===== config.mk =====
export PLATFORM = sky130hd
export DESIGN_NAME = mbxt_core
export DESIGN_NICKNAME = d
export VERILOG_FILES = /design/src/logic/mbxt_pkg.sv /design/src/logic/mbxt_core.sv
export SDC_FILE = /design/constraint.sdc
export NUM_CORES = 1
export LEC_CHECK = 0
export BUFFER_PORTS_ARGS = -buffer_cell sky130_fd_sc_hd__buf_4
export CAP_MARGIN = 30
export CORE_MARGIN = 2
export CORE_UTILIZATION = 50
export DETAILED_ROUTE_END_ITERATION = 10
export HOLD_SLACK_MARGIN = 0.12
export PLACE_DENSITY = 0.74
export SYNTH_ARGS = -nofsm -noshare
export SYNTH_HDL_FRONTEND = slang
export SYNTH_SLANG_ARGS = --single-unit

===== constraint.sdc =====
create_clock -name clock -period 7.05 [get_ports clock]
set_input_delay 1.41 -clock clock [delete_from_list [all_inputs] [get_ports clock]]
set_output_delay 1.41 -clock clock [all_outputs]
set_load 0.01 [all_outputs]

===== src/logic/mbxt_pkg.sv =====
// package for the extended data type access block: constants, types, carriers
package mbxt_pkg;

  // ----------------------------------------------------------------
  // register address layout
  // ----------------------------------------------------------------
  localparam int TYPE_HI_POS = 15;             // type_select_high
  localparam int TYPE_LO_POS = 14;             // type_select_low
  localparam int INDEX_W     = 14;             // parameter index, bits 0..13
  localparam int MENU_STRIDE = 100;            // index = menu * stride + item - 1

  // ----------------------------------------------------------------
  // data type selector
  // ----------------------------------------------------------------
  typedef enum logic [1:0] {
    MBXT_INT16 = 2'b00,                        // backward compatible
    MBXT_INT32 = 2'b01,
    MBXT_FLT32 = 2'b10,                        // single precision float
    MBXT_RSVD  = 2'b11
  } mbxt_type_t;

  // ----------------------------------------------------------------
  // function and exception codes
  // ----------------------------------------------------------------
  localparam logic [7:0] FC_READ_MULTI   = 8'h03;
  localparam logic [7:0] FC_WRITE_SINGLE = 8'h06;
  localparam logic [7:0] FC_WRITE_MULTI  = 8'h10;
  localparam logic [7:0] FC_RW_MULTI     = 8'h17;
  localparam logic [7:0] FC_EXC_FLAG     = 8'h80;  // top bit marks an exception
  localparam logic [7:0] EXC_BAD_FUNC    = 8'h01;
  localparam logic [7:0] EXC_BAD_ADDR    = 8'h02;

  // ----------------------------------------------------------------
  // defaults of the core's limits
  // ----------------------------------------------------------------
  localparam int DEF_MAX_REGS    = 16;         // largest register count accepted
  localparam int DEF_PARAM_COUNT = 16384;      // parameters behind the index
  localparam logic [15:0] RESET_WORD = 16'h0000;

  // ----------------------------------------------------------------
  // carriers
  // ----------------------------------------------------------------
  typedef struct packed {
    logic [7:0]  func;                         // function code
    logic [15:0] start;                        // start register address
    logic [15:0] count;                        // number of 16-bit registers
  } mbxt_req_t;

  typedef struct packed {
    logic [31:0] value;                        // parameter value, low word if narrow
    logic        is_wide;                      // parameter is natively 32-bit
  } mbxt_param_t;

  typedef struct packed {
    logic [7:0] func;                          // function code with top bit set
    logic [7:0] code;                          // exception code
  } mbxt_exc_t;

  typedef struct packed {
    mbxt_type_t         dtype;                 // type for the whole block
    logic [INDEX_W-1:0] index;                 // first parameter index
    logic [15:0]        count;                 // parameters in the block
    logic [15:0]        byte_len;              // register data length in bytes
  } mbxt_dec_t;

endpackage


===== src/logic/mbxt_core.sv =====
// extended data type access: address decode, checks and width conversion
// Function
// - top two address bits select data type
// - low fourteen bits give parameter index
// - decode 00 int16, 01 int32, 10 float
// - float is single precision, may be unsupported
// - type applies to whole block
// - wide values as two words, high first
// - wide access only through multi-register codes
// - narrow read of wide parameter returns low word
// - wide read of narrow parameter sign-extends
// - odd count in wide access gives exception 2
// - exception reply carries function code with top bit
// - exception 2 for bad address or count
`timescale 1ns/1ps
module mbxt_core
  import mbxt_pkg::*;
#(
  parameter int MAX_REGS    = DEF_MAX_REGS,    // register count limit per request
  parameter int PARAM_COUNT = DEF_PARAM_COUNT, // number of addressable parameters
  parameter bit FLOAT_OK    = 1'b1             // float selection served
) (
  input  wire logic        clock,
  input  wire logic        rstn,
  input  wire logic        req_valid,
  output logic             req_ready,
  input  wire mbxt_req_t   req,
  output logic             dec_valid,
  output mbxt_dec_t        dec,
  output logic             exc_valid,
  input  wire logic        exc_ready,
  output mbxt_exc_t        exc,
  output logic             prm_req_valid,
  output logic [INDEX_W-1:0] prm_index,
  input  wire logic        prm_rsp_valid,
  input  wire mbxt_param_t prm_rsp,
  output logic             word_valid,
  input  wire logic        word_ready,
  output logic [15:0]      word,
  output logic             last_word,
  output logic             done
);

  // ----------------------------------------------------------------
  // elaboration checks
  // ----------------------------------------------------------------
  if (MAX_REGS < 2 || MAX_REGS > 65535) begin : g_bad_max
    $error("MAX_REGS must lie in 2..65535");
  end
  if (PARAM_COUNT < 1 || PARAM_COUNT > 16384) begin : g_bad_cnt
    $error("PARAM_COUNT must lie in 1..16384");
  end

  // ----------------------------------------------------------------
  // state machine encoding
  // ----------------------------------------------------------------
  typedef enum logic [5:0] {
    S_IDLE  = 6'b000001,                       // waiting for a request
    S_CHECK = 6'b000010,                       // decode and validate
    S_FETCH = 6'b000100,                       // ask for one parameter
    S_EMIT  = 6'b001000,                       // hand out words
    S_EXC   = 6'b010000,                       // exception reply pending
    S_DONE  = 6'b100000                        // block finished
  } mbxt_state_t;

  mbxt_state_t state_r;                        // current state
  mbxt_state_t state_nxt;                      // next state
  mbxt_req_t   req_r;                          // latched request
  logic [INDEX_W-1:0] idx_r;                   // parameter being served
  logic [15:0] left_r;                         // parameters still to send
  logic [15:0] lo_r;                           // held low word of a wide value
  logic        hi_phase_r;                     // word on output is the high half
  logic [15:0] word_r;                         // word on output
  logic        dec_valid_r;                    // one-cycle accept pulse
  mbxt_dec_t   dec_r;                          // decoded block
  mbxt_exc_t   exc_r;                          // exception reply fields

  // ----------------------------------------------------------------
  // decode of the latched request
  // ----------------------------------------------------------------
  wire mbxt_type_t sel_type = mbxt_type_t'(req_r.start[TYPE_HI_POS:TYPE_LO_POS]);
  wire [INDEX_W-1:0] sel_index = req_r.start[INDEX_W-1:0];
  wire sel_wide  = (sel_type == MBXT_INT32) || (sel_type == MBXT_FLT32);
  wire fc_single = (req_r.func == FC_WRITE_SINGLE);
  wire fc_multi  = (req_r.func == FC_READ_MULTI) || (req_r.func == FC_WRITE_MULTI)
                || (req_r.func == FC_RW_MULTI);
  wire fc_reads  = (req_r.func == FC_READ_MULTI) || (req_r.func == FC_RW_MULTI);
  wire fc_known  = fc_multi || fc_single;
  // a single write carries data, not a count, so it always moves one register
  wire [15:0] eff_count = fc_single ? 16'h0001 : req_r.count;
  wire [15:0] n_params  = sel_wide ? {1'b0, eff_count[15:1]} : eff_count;
  wire [16:0] idx_end   = 17'(sel_index) + 17'(n_params);
  wire bad_rsvd  = (sel_type == MBXT_RSVD);
  wire bad_float = (sel_type == MBXT_FLT32) && !FLOAT_OK;
  wire bad_fc32  = sel_wide && !fc_multi;
  wire bad_odd   = sel_wide && eff_count[0];
  wire bad_count = (eff_count == 16'h0000) || (32'(eff_count) > MAX_REGS);
  wire bad_range = (32'(idx_end) > PARAM_COUNT);
  wire bad_addr  = bad_rsvd || bad_float || bad_fc32 || bad_odd || bad_count
                || bad_range;
  wire chk_fail  = !fc_known || bad_addr;

  // ----------------------------------------------------------------
  // width conversion of a fetched parameter
  // ----------------------------------------------------------------
  wire [31:0] ext_val = prm_rsp.is_wide ? prm_rsp.value
                      : {{16{prm_rsp.value[15]}}, prm_rsp.value[15:0]};
  wire fetch_hit = (state_r == S_FETCH) && prm_rsp_valid;
  wire emit_hs   = (state_r == S_EMIT) && word_ready;
  wire last_prm  = (left_r == 16'h0001);

  // ----------------------------------------------------------------
  // next state
  // ----------------------------------------------------------------
  always_comb begin
    state_nxt = state_r;
    case (state_r)
      S_IDLE:  if (req_valid) state_nxt = S_CHECK;
      S_CHECK: begin
        if (chk_fail) begin
          state_nxt = S_EXC;
        end else if (fc_reads) begin
          state_nxt = S_FETCH;
        end else begin
          state_nxt = S_DONE;                  // writes leave data to the write path
        end
      end
      S_FETCH: if (prm_rsp_valid) state_nxt = S_EMIT;
      S_EMIT: begin
        if (word_ready && !hi_phase_r) begin
          state_nxt = last_prm ? S_DONE : S_FETCH;
        end
      end
      S_EXC:   if (exc_ready) state_nxt = S_IDLE;
      S_DONE:  state_nxt = S_IDLE;
      default: state_nxt = S_IDLE;
    endcase
  end

  // ----------------------------------------------------------------
  // state register
  // ----------------------------------------------------------------
  always_ff @(posedge clock or negedge rstn) begin
    if (!rstn) state_r <= S_IDLE;
    else       state_r <= state_nxt;
  end

  // ----------------------------------------------------------------
  // request latch and block decode
  // ----------------------------------------------------------------
  always_ff @(posedge clock or negedge rstn) begin
    if (!rstn) begin
      req_r       <= '0;
      dec_r       <= '0;
      dec_valid_r <= 1'b0;
    end else begin
      if (state_r == S_IDLE && req_valid) req_r <= req;
      dec_valid_r <= (state_r == S_CHECK) && !chk_fail;
      if (state_r == S_CHECK) begin
        dec_r <= '{dtype: sel_type, index: sel_index, count: n_params,
                   byte_len: 16'(eff_count << 1)};
      end
    end
  end

  // ----------------------------------------------------------------
  // exception fields
  // ----------------------------------------------------------------
  always_ff @(posedge clock or negedge rstn) begin
    if (!rstn) begin
      exc_r <= '0;
    end else if (state_r == S_CHECK) begin
      exc_r.func <= req_r.func | FC_EXC_FLAG;
      exc_r.code <= fc_known ? EXC_BAD_ADDR : EXC_BAD_FUNC;
    end
  end

  // ----------------------------------------------------------------
  // block walk: index and remaining parameters
  // ----------------------------------------------------------------
  always_ff @(posedge clock or negedge rstn) begin
    if (!rstn) begin
      idx_r  <= '0;
      left_r <= 16'h0000;
    end else if (state_r == S_CHECK) begin
      idx_r  <= sel_index;
      left_r <= n_params;
    end else if (emit_hs && !hi_phase_r) begin
      idx_r  <= idx_r + 1'b1;
      left_r <= left_r - 16'h0001;
    end
  end

  // ----------------------------------------------------------------
  // output word; a wide value goes out high half first
  // ----------------------------------------------------------------
  always_ff @(posedge clock or negedge rstn) begin
    if (!rstn) begin
      word_r     <= RESET_WORD;
      lo_r       <= RESET_WORD;
      hi_phase_r <= 1'b0;
    end else if (fetch_hit) begin
      word_r     <= sel_wide ? ext_val[31:16] : prm_rsp.value[15:0];
      lo_r       <= ext_val[15:0];
      hi_phase_r <= sel_wide;
    end else if (emit_hs && hi_phase_r) begin
      word_r     <= lo_r;
      hi_phase_r <= 1'b0;
    end
  end

  // ----------------------------------------------------------------
  // outputs
  // ----------------------------------------------------------------
  assign req_ready     = (state_r == S_IDLE);
  assign dec_valid     = dec_valid_r;
  assign dec           = dec_r;
  assign exc_valid     = (state_r == S_EXC);
  assign exc           = exc_r;
  assign prm_req_valid = (state_r == S_FETCH);
  assign prm_index     = idx_r;
  assign word_valid    = (state_r == S_EMIT);
  assign word          = word_r;
  assign last_word     = word_valid && last_prm && !hi_phase_r;
  assign done          = (state_r == S_DONE);

  // ----------------------------------------------------------------
  // assertions
  // ----------------------------------------------------------------
  a_type_index: assert property (@(posedge clock) disable iff (!rstn)
    (state_r == S_CHECK && !chk_fail) |=> dec_valid &&
      dec.index == $past(req_r.start[13:0]) && dec.dtype == $past(req_r.start[15:14]))
    else $error("decoded type or index wrong");

  a_rsvd_exc: assert property (@(posedge clock) disable iff (!rstn)
    (state_r == S_CHECK && fc_known && sel_type == MBXT_RSVD)
      |=> exc_valid && exc.code == 8'h02)
    else $error("reserved type not refused");

  a_odd_exc: assert property (@(posedge clock) disable iff (!rstn)
    (state_r == S_CHECK && fc_known && sel_wide && eff_count[0])
      |=> exc_valid && !word_valid && !prm_req_valid && !dec_valid)
    else $error("odd wide count not refused");

  a_float_off: assert property (@(posedge clock) disable iff (!rstn)
    (state_r == S_CHECK && sel_type == MBXT_FLT32 && !FLOAT_OK) |=> exc_valid)
    else $error("unsupported float accepted");

  a_exc_func: assert property (@(posedge clock) disable iff (!rstn)
    exc_valid |-> exc.func[7] && exc.func[6:0] == req_r.func[6:0])
    else $error("exception function code wrong");

  a_trunc_low: assert property (@(posedge clock) disable iff (!rstn)
    (fetch_hit && !sel_wide) |=> word_valid && word == $past(prm_rsp.value[15:0]))
    else $error("narrow access not truncated");

  a_sign_ext: assert property (@(posedge clock) disable iff (!rstn)
    (fetch_hit && sel_wide && !prm_rsp.is_wide)
      |=> word == {16{$past(prm_rsp.value[15])}})
    else $error("narrow value not sign extended");

  a_high_first: assert property (@(posedge clock) disable iff (!rstn)
    (fetch_hit && sel_wide && prm_rsp.is_wide) ##1 (word_valid && word_ready)
      |=> word_valid && word == $past(prm_rsp.value[15:0], 2) && !hi_phase_r)
    else $error("wide value word order wrong");

  a_count_lim: assert property (@(posedge clock) disable iff (!rstn)
    (state_r == S_CHECK && fc_known && 32'(eff_count) > MAX_REGS)
      |=> exc_valid ##0 exc.code == 8'h02)
    else $error("oversized count accepted");

endmodule


### Word-level counts from Yosys, hierarchy flattened

Index checks and enable logic that the tools add are counted.

| storage, ports and cells | value |
|---|---|
| logic and storage cells | 90 |
| register bits after elaboration | 173 |
| output and inout bits | 101 |
| input port bits | 79 |

| operators by class | value |
|---|---|
| reductions and logical operators | 30 |
| muxes and demuxes | 21 |
| $add $sub $neg | 3 |
| order comparisons | 2 |
| eq/ne operators | 18 |

Operator list:

| cell | number |
|---|---|
| 16-bit 2-to-1 mux | 7 |
| 6-bit 2-to-1 mux | 7 |
| 32-bit 2-to-1 mux | 1 |
| 6-bit one-hot mux with 5 select lines | 1 |
| 14-bit 2-to-1 mux | 2 |
| 14-bit by 16-bit adder with 17-bit output | 1 |
| 17-bit by 15-bit greater-than comparator with 1-bit output (second input constant) | 1 |
| 16-bit by 1-bit equality test with 1-bit output (second input constant) | 1 |
| 8-bit by 5-bit equality test with 1-bit output (second input constant) | 2 |
| 16-bit by 5-bit greater-than comparator with 1-bit output (second input constant) | 1 |
| 16-bit logical NOT | 1 |
| 16-bit by 1-bit subtractor with 16-bit output (second input constant) | 1 |
| 14-bit by 1-bit adder with 14-bit output (second input constant) | 1 |
| 1-bit logical AND | 11 |
| 1-bit logical OR | 11 |
| 8-bit by 2-bit equality test with 1-bit output (second input constant) | 1 |
| 8-bit by 3-bit equality test with 1-bit output (second input constant) | 1 |
| 6-bit by 1-bit equality test with 1-bit output (second input constant) | 1 |
| 6-bit by 2-bit equality test with 1-bit output (second input constant) | 1 |
| 6-bit by 3-bit equality test with 1-bit output (second input constant) | 1 |
| 6-bit by 4-bit equality test with 1-bit output (second input constant) | 1 |
| 6-bit by 5-bit equality test with 1-bit output (second input constant) | 1 |
| 6-bit equality test (second input constant) | 1 |
| 2-bit by 1-bit != test with 1-bit output (second input constant) | 3 |
| other kinds (8) | 14 |

### Longest topological paths before layout

| logic depth | value |
|---|---|
| depth in word-level cells | 12 |
| depth in mapped cells | 15 |

### Worst setup path before layout

OpenSTA, ideal clock, no wires.

| timing path | value |
|---|---|
| path type | register -> register |
| from | reg req_r[35] in the netlist's numbering |
| to | reg state_r[5] |
| stages on the path, launching flop included | 15 |
| clock period less this slack | 3717 ps |
| slack | 3333 ps |
| library setup time | 87 ps |
| arrival time | 3630 ps |
| data required time | 6963 ps |
| cells stage by stage | dfrtp_1 -> or4_1 -> nor2_1 -> clkbuf_1 -> nor2_1 -> ha_1 -> clkbuf_1 -> o21ai_1 -> o211ai_1 -> a31oi_1 -> mux2i_1 -> a311o_1 -> o41ai_2 -> nand4_1 -> a211oi_2 |

RTL lines:

| element | line | text |
|---|---|---|
| from (decl) | mbxt_core.sv:68 | `mbxt_req_t req_r;` |
| from (signal assigned) | mbxt_core.sv:157 | `if (state_r == S_IDLE && req_valid) req_r <= req;` |
| 8-bit by 3-bit equality test with 1-bit output | mbxt_core.sv:84 | `wire fc_single = (req_r.func == FC_WRITE_SINGLE);` |
| 16-bit 2-to-1 mux | mbxt_core.sv:90 | `wire [15:0] eff_count = fc_single ? 16'h0001 : req_r.count;` |
| 16-bit 2-to-1 mux | mbxt_core.sv:91 | `wire [15:0] n_params = sel_wide ? {1'b0, eff_count[15:1]} : eff_count;` |
| net n_params[3] | mbxt_core.sv:91 |  |
| 14-bit by 16-bit adder with 17-bit output | mbxt_core.sv:92 | `wire [16:0] idx_end = 17'(sel_index) + 17'(n_params);` |
| 17-bit by 15-bit greater-than comparator with 1-bit output | mbxt_core.sv:98 | `wire bad_range = (32'(idx_end) > PARAM_COUNT);` |
| 1-bit logical OR | mbxt_core.sv:100 | `\|\| bad_range;` |
| 1-bit logical OR | mbxt_core.sv:101 | `wire chk_fail = !fc_known \|\| bad_addr;` |
| 6-bit 2-to-1 mux | mbxt_core.sv:120 | `if (chk_fail) begin` |
| 6-bit one-hot mux with 5 select lines | mbxt_core.sv:117 | `case (state_r)` |
| to (signal assigned) | mbxt_core.sv:145 | `else state_r <= state_nxt;` |
| to (decl) | mbxt_core.sv:66 | `mbxt_state_t state_r;` |

The timed path passes the listed nets, and every way through them passes these cells.
A chain may end at the register's enable or synchronous reset.

### Worst setup path after layout

| timing path | value |
|---|---|
| from | reg req_r[37] in the netlist's numbering |
| to | reg state_r[5] |

The elaborated chain is that of the path after synthesis.

==> results.ini <==
[status]
run_status=finished, final reports clean

[timing]
rsz0062_at_grt=no
finalWorstSetupSlack_ns=2.783
setup_tns_ns=0
report.final.setup_viol=0
min_period_ns=4.267
finalCritPeriodShare_pct=60.53
hold_viol=0
worst_slew_pin_slew_ns=1.005
max_slew_margin_pct=32.82
maxClockFrequency_mhz=234.3
slew_violations=0
clock_skew_ns=0.01531

[die]
num_rows=46
die_w_um=132.0
die_y_um=132.0
start_util_pct=51.40
boundaryPins=180
fp.coreArea_sq_mm=0.01594
die_area_sq_mm=0.01743

[grt]
antenna_found_initial=0
grt_max_degree=85
grt_pass1_vias=6650
grt_overflow=0
track_usage_pct=25.91
grt_pass1_wl_mm=35.67

[clock_tree]
post-cts-setup-buffers=0
clock-sinks=167
clock_latency_ns=0.44
cts_resized=0
cts_tree=yes
numCtsBuffers=17
htreeDepth=4
ctsHoldBuffers=0
path_clk_slew_ns=0.07
clock-root-buffer=clkbuf_16
clk_path_buf_depth=2

[synthesis]
synth.top_cells.by_area=dfrtp_1, nand2_1, mux2_2
synth_top_area_share_pct=50.69
synth_edf_count=0
seq_area_frac_synth_pct=51.01
synth_common_cells=nand2_1, dfrtp_1, o21ai_0
syn_inst=825
syn_area_sq_mm=0.008195
ys_ff_latch=167
synth_top_area_cell=dfrtp_1
synth-warning-count=0
ys.flop_type=dfrtp_1
synth_area_per_cell_sq_um=9.934
async_flop_share_pct=100.0
yosysMostFrequentCell=nand2_1
ys_types=65

[flow_run]
max_cap_viol_count=0

[hold_path]
hold_path.startpoint=lo_r[0]$_DFFE_PN0P_
hold_path_depth=2
hold_path_class=reg2reg
min_to=lo_r[0]$_DFFE_PN0P_

[power]
p_sw_share_pct=41.38
pwr-share-seq_pct=32.0
combPwrFrac_pct=49.4
p_clk_share_pct=18.5
switching_power_w=0.002179
leakagePower_nw=5.148
p_per_area_mw_per_mm2=512.6
intPower_w=0.003087
irDropWorstVdd_mv=0.2734

[cells_and_area]
multiInputGateArea_sq_mm=0.003786
fillCellCount=1312
fin_nets=1085
n_antenna_cell=0
regArea_sq_mm=0.004180
drive_gt1_share_pct=26.13
syn_to_final_growth_pct=25.34

[placement]
port_buffers=172
place.gp.congestion=0.9271
dpl_worst_slack_ns=2.800
hpwl_mm=15.61

[setup_path]
crit_family=simple AND/OR/NAND/NOR gates
arrival_ns=4.61
cp.required_ns=7.39
worstReg2RegStart=req_r[37]$_DFFE_PN0P_
cpMostUsedCell=a21oi_1
worstSetupPathType=reg2reg
slowest_stage=or4_1
r2r-end=state_r[5]$_DFFE_PN0P_
path_buf_inv=2
path_cells=or4_1, nor2_1, buf_6, nor3_1, a21oi_1, ha_1, inv_1, fa_1, nor2b_1, o2111ai_1, a21oi_1, nand2b_1, mux2i_1, o41ai_2, nand4_1, a211oi_2
reg2reg_slack_ns=2.78
ff2ff_path_depth=16
path_max_fanout=11
cp.depth=16
startpoint_type=register
crit_path_max_incr_delay_ns=0.56
end_kind=register

[detailed_routing]
avgViaCountPerCell=5.626
drt-initial-drc-count=652
drt-wirelength-per-cell_um=18.12
dr.pass1.iters=6
drtAntennaViolNets=0
vias=6813
detail_route.wirelength_mm=21.95
drc_errors=0

-- metal layers --
metal / part of all wire [%] / vias up / wire [um] / track usage, %
li1: - / 3211 / - / -
met5: 0 / - / 0 / 0
met2: 46 / 243 / 10090 / 39.81
met4: 3.0 / 0 / 659 / 10.39
met3: 6.6 / 45 / 1442 / 5.536
met1: 44 / 3314 / 9760 / 36.01
-- cell usage in the layout (no fill, tap or decap), types with 4 or more instances in the layout --
| cell | n |
|---|---|
| dfrtp_1 | 166 |
| nand3_1 | 11 |
| conb_1 | 7 |
| bufinv_16 | 4 |
| xor2_1 | 10 |
| o21ai_0 | 48 |
| and3_1 | 13 |
| inv_1 | 12 |
| a21oi_1 | 35 |
| buf_4 | 176 |
| ha_1 | 20 |
| mux2i_1 | 19 |
| nor2b_1 | 20 |
| o211ai_1 | 7 |
| nand2_1 | 193 |
| o311ai_0 | 5 |
| nor2_1 | 40 |
| o21ai_1 | 4 |
| nand2b_1 | 7 |
| a31oi_1 | 5 |
| clkbuf_16 | 17 |
| nand4_1 | 6 |
| a21o_1 | 5 |
| xnor2_1 | 5 |
| mux2_2 | 41 |
| o211a_1 | 8 |
| nor4_1 | 7 |
| nor3_1 | 8 |
| a22o_1 | 14 |
| o22a_1 | 15 |
-- worst max-delay path by stage --
| stage | from | endpoint |
|---|---|---|
| after floorplan | req_r[35]$_DFFE_PN0P_ | state_r[5]$_DFFE_PN0P_ |
| after global placement | req_r[35]$_DFFE_PN0P_ | state_r[5]$_DFFE_PN0P_ |
| after detailed placement | req_r[35]$_DFFE_PN0P_ | state_r[5]$_DFFE_PN0P_ |
| after CTS | req_r[35]$_DFFE_PN0P_ | state_r[5]$_DFFE_PN0P_ |
| after global routing | req_r[35]$_DFFE_PN0P_ | state_r[5]$_DFFE_PN0P_ |
| final | req_r[37]$_DFFE_PN0P_ | state_r[5]$_DFFE_PN0P_ |
-- sequential cells by signal (all words and copies together) (netlist names) --
| signal | count |
|---|---|
| hi_phase_r | 1 |
| word | 16 |
| lo_r | 16 |
| exc | 10 |
| state_r | 6 |
| left_r | 16 |
| prm_index | 14 |
| dec_valid | 1 |
| req_r | 40 |
| dec | 47 |
-- area by class of cell --
type,instances,area share (%)
sequential,167,40.69
multi-input combinational,607,36.86
timing repair buffer,180,13.46
clock buffer,20,4.446
tap,216,2.631
clock inverter,9,1.474
inverter,12,0.4385
-- worst register-to-register path, stage by stage, from the launching register on --
cell	delay [ns]
dfrtp_1	0.39
or4_1	0.56
nor2_1	0.43
buf_6	0.23
nor3_1	0.06
a21oi_1	0.20
ha_1	0.23
inv_1	0.07
fa_1	0.43
nor2b_1	0.14
o2111ai_1	0.17
a21oi_1	0.22
nand2b_1	0.15
mux2i_1	0.09
o41ai_2	0.41
nand4_1	0.16
a211oi_2	0.25
-- kinds of logic (layout without fill, tap and decap cells) --
| family | after synthesis | count (layout) | share of synthesized area [%] |
|---|---|---|---|
| AND/OR/NAND/NOR | 333 | 333 | 18.86 |
| AO/OA/AOI/OAI | 171 | 171 | 14.15 |
| flip-flops | 167 | 167 | 51.01 |
| multiplexers | 60 | 60 | 7.954 |
| buffers and inverters | 57 | 221 | 3.084 |
| adder cells (fa/ha/maj) | 21 | 21 | 3.298 |
| XOR/XNOR | 15 | 15 | 1.603 |
| other | 1 | 7 | 0.04576 |
-- power by group through the flow --
stage | sequential (W) | combinational, W | clock [W]
floorplan | 0.00168 | 0.00170 | 0
global placement | 0.00168 | 0.00254 | 0
detailed placement | 0.00169 | 0.00257 | 0
CTS | 0.00168 | 0.00259 | 0.000991
global route | 0.00174 | 0.00287 | 0.00103
finish | 0.00169 | 0.00260 | 0.000976
-- metrics by stage --
step                      std cells  hold slack, ns  cell area [sq um]  utilization [%]  total power, W
after global placement         1179          0.4478               9614            60.30        0.004225
after floorplan                 831          0.4344               8218                -        0.003380
final                          1211          0.4674              10270            64.43        0.005266
after CTS                      1211          0.4685              10270            64.43        0.005263
after detailed placement       1182          0.4529               9664            60.62        0.004258
after global routing           1211          0.4961              10270            64.43        0.005634
(Power assumes the default switching activity.)
